### src/rtl/sis_pkg.sv
// Package of register map, field layout and constants for the status, interrupt and soft reset block.
package sis_pkg;
    localparam int unsigned           SIS_DW          = 16;
    localparam int unsigned           SIS_AW          = 8;
    localparam logic [SIS_AW-1:0]     ADDR_SOFT_RESET = 8'h00;
    localparam logic [SIS_AW-1:0]     ADDR_STATUS_A   = 8'h01;
    localparam logic [SIS_AW-1:0]     ADDR_STATUS_B   = 8'h02;
    localparam logic [SIS_AW-1:0]     ADDR_ENABLE_A   = 8'h03;
    localparam logic [SIS_AW-1:0]     ADDR_ENABLE_B   = 8'h04;
    localparam logic [SIS_DW-1:0]     SOFT_RESET_KEY  = 16'h789A;
    localparam logic [SIS_DW-1:0]     REG_RESET_VAL   = 16'h0000;
    localparam logic [SIS_DW-1:0]     READ_ZERO       = 16'h0000;
    // Status A bit positions.
    localparam int unsigned           BIT_CSUM_A      = 14;
    localparam int unsigned           BIT_CSUM_B      = 12;
    localparam int unsigned           BIT_CSUM_C      = 10;
    localparam int unsigned           BIT_CSUM_D      = 8;
    localparam int unsigned           BIT_VSEQ        = 7;
    localparam int unsigned           BIT_ISEQ        = 6;
    localparam int unsigned           BIT_SAG         = 3;
    localparam int unsigned           BIT_PLOSS       = 2;
    // Implemented bits; reserved bits read as zero.
    localparam logic [SIS_DW-1:0]     STATUS_A_MASK   = 16'h55CC;
    localparam logic [SIS_DW-1:0]     CSUM_MASK       = 16'h5500;
    localparam logic [SIS_DW-1:0]     STATUS_B_MASK   = 16'hCEFF;

    typedef struct packed {
        logic                         wr;
        logic                         rd;
        logic [SIS_AW-1:0]            addr;
        logic [SIS_DW-1:0]            wdata;
    } sis_req_t;

    typedef struct packed {
        logic                         csum_a;
        logic                         csum_b;
        logic                         csum_c;
        logic                         csum_d;
        logic                         vseq;
        logic                         iseq;
        logic                         sag;
        logic                         ploss;
    } sis_cond_a_t;
endpackage

### src/rtl/sis_status_irq.sv
// Soft reset key register, two read-to-clear status registers, enables, interrupt and warning outputs.
// Operation
// - Soft reset register at offset 00H, write only, default zero.
// - Only the key 789AH triggers a full reset; other values are ignored.
// - Soft reset clears the status and enable registers, as the reset pin does; read data is not cleared.
// - Reading the soft reset register always returns zero.
// - Interrupt A asserts when any status A bit and its enable are set.
// - Interrupt B asserts when any status B bit and its enable are set.
// - Status A at offset 01H, resets to zero, cleared by a read.
// - Checksum A error flag, set on mismatch, zero when correct.
// - Status bit 12 reports checksum B mismatch.
// - Status bit 10 reports checksum C mismatch.
// - Status bit 8 reports checksum D mismatch.
// - Any checksum error asserts the warning output at once, ignoring enables.
// - Status bit 7 flags a wrong voltage phase sequence.
// - Status bit 6 flags a wrong current phase sequence.
// - Status bit 3 flags voltage sag on one or more phases.
// - Status bit 2 flags voltage loss on one or more phases.
// - Enable bits share status bit positions, default disabled.
// - Status B at offset 02H, read-to-clear, resets to zero.
//
// The plain strobed port is this design's own decision.
`timescale 1ns/1ps
module sis_status_irq (
    input  wire logic                          i_clk_sys,
    input  wire logic                          i_rst,
    input  wire sis_pkg::sis_req_t             i_req,
    output logic        [sis_pkg::SIS_DW-1:0]  o_rdata,
    input  wire sis_pkg::sis_cond_a_t          i_cond_a,
    input  wire logic   [sis_pkg::SIS_DW-1:0]  i_cond_b,
    output logic                               o_interrupt_out_a,
    output logic                               o_interrupt_out_b,
    output logic                               o_warning_out,
    output logic                               o_soft_reset
);
    // Detector levels come from the same clock; no synchroniser needed.
    logic [sis_pkg::SIS_DW-1:0] system_status_a_q;
    logic [sis_pkg::SIS_DW-1:0] system_status_b_q;
    logic [sis_pkg::SIS_DW-1:0] interrupt_enable_a_q;
    logic [sis_pkg::SIS_DW-1:0] interrupt_enable_b_q;
    logic [sis_pkg::SIS_DW-1:0] cond_a_vec;
    logic [sis_pkg::SIS_DW-1:0] cond_b_vec;
    logic                       soft_reset_q;
    logic                       key_hit;
    logic                       rd_a;
    logic                       rd_b;
    logic                       rst_all;

    always_comb begin
        cond_a_vec = '0;
        cond_a_vec[sis_pkg::BIT_CSUM_A] = i_cond_a.csum_a;
        cond_a_vec[sis_pkg::BIT_CSUM_B] = i_cond_a.csum_b;
        cond_a_vec[sis_pkg::BIT_CSUM_C] = i_cond_a.csum_c;
        cond_a_vec[sis_pkg::BIT_CSUM_D] = i_cond_a.csum_d;
        cond_a_vec[sis_pkg::BIT_VSEQ]   = i_cond_a.vseq;
        cond_a_vec[sis_pkg::BIT_ISEQ]   = i_cond_a.iseq;
        cond_a_vec[sis_pkg::BIT_SAG]    = i_cond_a.sag;
        cond_a_vec[sis_pkg::BIT_PLOSS]  = i_cond_a.ploss;
    end
    assign cond_b_vec = i_cond_b & sis_pkg::STATUS_B_MASK;

    assign key_hit = i_req.wr && (i_req.addr == sis_pkg::ADDR_SOFT_RESET)
                     && (i_req.wdata == sis_pkg::SOFT_RESET_KEY);
    assign rd_a    = i_req.rd && (i_req.addr == sis_pkg::ADDR_STATUS_A);
    assign rd_b    = i_req.rd && (i_req.addr == sis_pkg::ADDR_STATUS_B);

    // The key write is held one cycle and then acts as a synchronous reset of the status and enable registers,
    // so the write that carries it finishes cleanly before anything is cleared.
    always_ff @(posedge i_clk_sys or posedge i_rst) begin
        if (i_rst) begin
            soft_reset_q <= 1'b0;
        end else begin
            soft_reset_q <= key_hit;
        end
    end
    assign rst_all      = soft_reset_q;
    assign o_soft_reset = soft_reset_q;

    // A condition present in the read cycle is kept: set wins over the clear of the read.
    always_ff @(posedge i_clk_sys or posedge i_rst) begin
        if (i_rst) begin
            system_status_a_q <= sis_pkg::REG_RESET_VAL;
        end else if (rst_all) begin
            system_status_a_q <= sis_pkg::REG_RESET_VAL;
        end else if (rd_a) begin
            system_status_a_q <= cond_a_vec;
        end else begin
            system_status_a_q <= system_status_a_q | cond_a_vec;
        end
    end

    always_ff @(posedge i_clk_sys or posedge i_rst) begin
        if (i_rst) begin
            system_status_b_q <= sis_pkg::REG_RESET_VAL;
        end else if (rst_all) begin
            system_status_b_q <= sis_pkg::REG_RESET_VAL;
        end else if (rd_b) begin
            system_status_b_q <= cond_b_vec;
        end else begin
            system_status_b_q <= system_status_b_q | cond_b_vec;
        end
    end

    always_ff @(posedge i_clk_sys or posedge i_rst) begin
        if (i_rst) begin
            interrupt_enable_a_q <= sis_pkg::REG_RESET_VAL;
            interrupt_enable_b_q <= sis_pkg::REG_RESET_VAL;
        end else if (rst_all) begin
            interrupt_enable_a_q <= sis_pkg::REG_RESET_VAL;
            interrupt_enable_b_q <= sis_pkg::REG_RESET_VAL;
        end else if (i_req.wr) begin
            if (i_req.addr == sis_pkg::ADDR_ENABLE_A) begin
                interrupt_enable_a_q <= i_req.wdata & sis_pkg::STATUS_A_MASK;
            end
            if (i_req.addr == sis_pkg::ADDR_ENABLE_B) begin
                interrupt_enable_b_q <= i_req.wdata & sis_pkg::STATUS_B_MASK;
            end
        end
    end

    // Read data stands in the cycle after the strobe only; unmapped addresses read zero.
    always_ff @(posedge i_clk_sys or posedge i_rst) begin
        if (i_rst) begin
            o_rdata <= sis_pkg::READ_ZERO;
        end else if (i_req.rd) begin
            case (i_req.addr)
                sis_pkg::ADDR_SOFT_RESET: o_rdata <= sis_pkg::READ_ZERO;
                sis_pkg::ADDR_STATUS_A:   o_rdata <= system_status_a_q;
                sis_pkg::ADDR_STATUS_B:   o_rdata <= system_status_b_q;
                sis_pkg::ADDR_ENABLE_A:   o_rdata <= interrupt_enable_a_q;
                sis_pkg::ADDR_ENABLE_B:   o_rdata <= interrupt_enable_b_q;
                default:                  o_rdata <= sis_pkg::READ_ZERO;
            endcase
        end else begin
            o_rdata <= sis_pkg::READ_ZERO;
        end
    end

    assign o_interrupt_out_a = |(system_status_a_q & interrupt_enable_a_q);
    assign o_interrupt_out_b = |(system_status_b_q & interrupt_enable_b_q);
    // Warning follows the sticky flags or the live condition, so it rises in the same cycle.
    assign o_warning_out = |((system_status_a_q | cond_a_vec) & sis_pkg::CSUM_MASK);
endmodule

### config.mk
export PLATFORM = sky130hd
export DESIGN_NAME = sis_status_irq
export DESIGN_NICKNAME = d
export VERILOG_FILES = /design/src/rtl/sis_pkg.sv /design/src/rtl/sis_status_irq.sv
export SDC_FILE = /design/constraint.sdc
export NUM_CORES = 1
export LEC_CHECK = 0
export ABC_AREA = 1
export BUFFER_PORTS_ARGS = -buffer_cell sky130_fd_sc_hd__clkbuf_2
export CORE_UTILIZATION = 53
export DETAILED_ROUTE_END_ITERATION = 12
export PLACE_DENSITY = 0.78
export SKIP_LAST_GASP = 1
export SLEW_MARGIN = 15
export SYNTH_ARGS = -nofsm -noshare
export SYNTH_HDL_FRONTEND = slang
export SYNTH_SLANG_ARGS = --single-unit
export TNS_END_PERCENT = 10
### constraint.sdc
create_clock -name i_clk_sys -period 2.49 [get_ports i_clk_sys]
set_clock_uncertainty 0.2 [all_clocks]
set_input_delay 0.249 -clock i_clk_sys [delete_from_list [all_inputs] [get_ports i_clk_sys]]
set_output_delay 0.249 -clock i_clk_sys [all_outputs]
set_load 0.05 [all_outputs]
==> results.py <==
metrics = {
    "critical_path": {
        "crit_end": "o_warning_out",
        "critical_path_arrival_ns": 1.52,
        "rrSetupSlack_ns": 0.93,
        "end_kind": "primary output",
        "worstSetupStartpoint": "i_cond_a[5]",
        "r2r_end": "interrupt_enable_b_q[2]",
        "crit_type": "primary input to primary output",
        "r2r_cells": 4,
        "reg2reg_from": "o_soft_reset",
        "critPathMaxFanout": 2,
        "start_kind": "primary input",
        "cp.required_ns": 2.04,
    },
    "hold_path": {
        "hold_class": "primary input to register",
    },
    "layout": {
        "multi_input_area_um2": 1170,
        "n_antenna_cell": 0,
        "fillers": 381,
        "layout-drive-gt1-share_pct": 22.4,
        "synthToLayoutAreaGrowth_pct": 35.9,
        "most-common-layout-cells": "nand2_1 (149), clkbuf_2 (68), dfrtp_1 (59)",
        "final_common_cell": "nand2_1",
        "nets": 521,
        "regArea_um2": 1480,
    },
    "job": {
        "cap_violations": 0,
    },
    "power": {
        "leakagePower_uw": 0.00203,
        "power.density_nw_per_um2": 618,
        "worst_ir_drop_vdd_uv": 339,
    },
    "sta": {
        "setup_viol": 0,
        "hold_ws_ns": 0.0268,
        "setup_tns_ns": 0,
        "rsz0062_at_grt": "no",
        "tightest_slew_ns": 0.814,
        "layout_setup_ws_ns": 0.520,
        "fmax_mhz": 508,
        "hold_viol": 0,
        "layout_min_cycle_time_ns": 1.97,
        "fin_crit_sh_pct": 79.1,
        "final_max_slew_viol_count": 0,
        "slew_headroom_pct": 45.7,
    },
    "logic_synthesis": {
        "ys_warn_count": 0,
        "syn_area_um2": 2810,
        "ys_types": 26,
        "synthCells": 361,
        "ys_seq_area_share_pct": 52.6,
        "synth_nets": 413,
        "syn-mean-instance-area_um2": 7.78,
        "ys_ff_latch": 59,
    },
    "die": {
        "ioPinCount": 72,
        "coreArea_um2": 5110,
        "dieArea_um2": 5590,
        "start_util_pct": 55.0,
        "fp.dieW_um": 74.8,
        "num_rows": 26,
        "dieHeight_um": 74.8,
    },
    "routing": {
        "drt_wl_total_mm": 7.25,
        "ant_nets": 0,
        "dr_total_vias": 2736,
        "drc": 0,
        "first_pass_iters": 5,
        "vias_per_cell": 5.03,
        "wl_per_cell_um": 13.3,
        "drtIter0Drc": 217,
    },
    "place": {
        "dp_slack_ns": 0.751,
        "place_hpwl_mm": 4.75,
        "gp_congestion": 0.891,
        "numPortBuffers": 68,
    },
    "global_routing": {
        "grtUsageTotal_pct": 29.2,
        "overflow": 0,
        "grt_pass1_vias": 2676,
        "antenna_found_initial": 0,
        "grt_pass1_wl_mm": 11.9,
        "grt_max_degree": 42,
    },
    "clock_network": {
        "cts_num_sinks": 59,
        "numCtsBuffers": 9,
        "htreeDepth": 3,
        "cts_tree": "yes",
        "clk_latency_ns": 0.34,
        "clockBufferDepth": 2,
        "clkTransAtPathRegs_ns": 0.06,
        "root_buffer": "clkbuf_8",
    },
    "run_status": {
        "outcome": "finished clean",
    },
}
state kept, by name (all words and copies together), names as in the netlist:
register	count
o_soft_reset	1
system_status_b_q	13
o_rdata	16
interrupt_enable_a_q	8
interrupt_enable_b_q	13
system_status_a_q	8
layout make-up:
class | count | share of cell area [%]
inverters | 34 | 3.35
clock inverters | 4 | 2.49
multi-input cells | 261 | 30.7
clock buffers | 12 | 4.33
repair buffers | 104 | 18.2
well taps | 70 | 2.30
flip-flops and latches | 59 | 38.7
stage by stage:
step	std cells	cell area (um^2)	utilization, %	total power (uW)
finish	544	3810	74.7	2360
global route	544	3810	74.7	2440
CTS	545	3820	74.8	2360
detailed placement	495	3220	63.0	1210
global placement	495	3220	63.0	1210
floorplan	361	2810	-	1130
worst max-delay path: stages:
cell and delay, ns:
dlygate4sd3_1 0.55, clkbuf_2 0.12, nor4_1 0.27, nand2_1 0.09, clkbuf_2 0.24
worst min-delay path by stage:
stage          cells after the start                       to      start  slack, ns
2_1_floorplan                      2  interrupt_enable_b_q[0]   i_req[0]       0.17
6_report                           3               o_rdata[3]  i_req[24]       0.03
4_1_cts                            3               o_rdata[3]  i_req[24]       0.01
5_1_grt                            3              o_rdata[12]  i_req[24]       0.03
3_3_place_gp                       2               o_rdata[0]      i_rst       0.23
3_5_place_dp                       2     system_status_b_q[1]      i_rst       0.23
routing by layer:
| metal | share of wire, % | GRT usage [%] | routed length [um] |
|---|---|---|---|
| met3 | 6.5 | 6.43 | 469 |
| met5 | 0 | 0 | 0 |
| met1 | 43 | 36.9 | 3120 |
| met2 | 47 | 48.0 | 3440 |
| met4 | 3.0 | 13.8 | 221 |
cells in the mapped netlist:
| cell type | instances | area (um^2) |
|---|---|---|
| nor4b_1 | 1 | 8.76 |
| nand2_2 | 3 | 18.8 |
| buf_4 | 1 | 7.51 |
| inv_2 | 2 | 7.51 |
| clkinv_1 | 1 | 3.75 |
| nor4_1 | 3 | 18.8 |
| a21oi_1 | 29 | 145 |
| buf_2 | 2 | 10.0 |
| nand4_1 | 2 | 12.5 |
| conb_1 | 1 | 3.75 |
| nand3_1 | 15 | 75.1 |
| nor3_1 | 1 | 5.00 |
| a22o_1 | 2 | 17.5 |
| nor2_2 | 3 | 18.8 |
| nor3_4 | 1 | 16.3 |
| a221oi_1 | 2 | 17.5 |
| nand2_1 | 149 | 559 |
| inv_1 | 31 | 116 |
| nor2_1 | 39 | 146 |
| dfrtp_1 | 59 | 1480 |
| buf_6 | 1 | 11.3 |
| nand2_4 | 1 | 11.3 |
| clkbuf_1 | 3 | 11.3 |
| o21ai_1 | 1 | 5.00 |
| nor2_4 | 7 | 78.8 |
| o21ai_0 | 1 | 5.00 |
kinds of logic after synthesis:
logic type / after synthesis / share of synthesized area [%]
compound gates: 35 / 6.77
other cells: 1 / 0.134
flops: 59 / 52.6
buf+inv: 41 / 5.97
simple gates: 225 / 34.5
where the power goes:
| part | internal (uW) | switching [uW] | total, uW |
|---|---|---|---|
| Clock | 745 | 372 | 1120 |
| Combinational | 99.5 | 145 | 245 |
| Sequential | 977 | 17.3 | 994 |
| Total | 1820 | 535 | 2360 |
repair_timing:
item	CTS	global route
resized for setup	0	1
buffers inserted	0	0
setup endpoints to repair	0	1
hold endpoints to repair	70	0
hold buffers	34	0
Power figures use the tool's default switching activity.
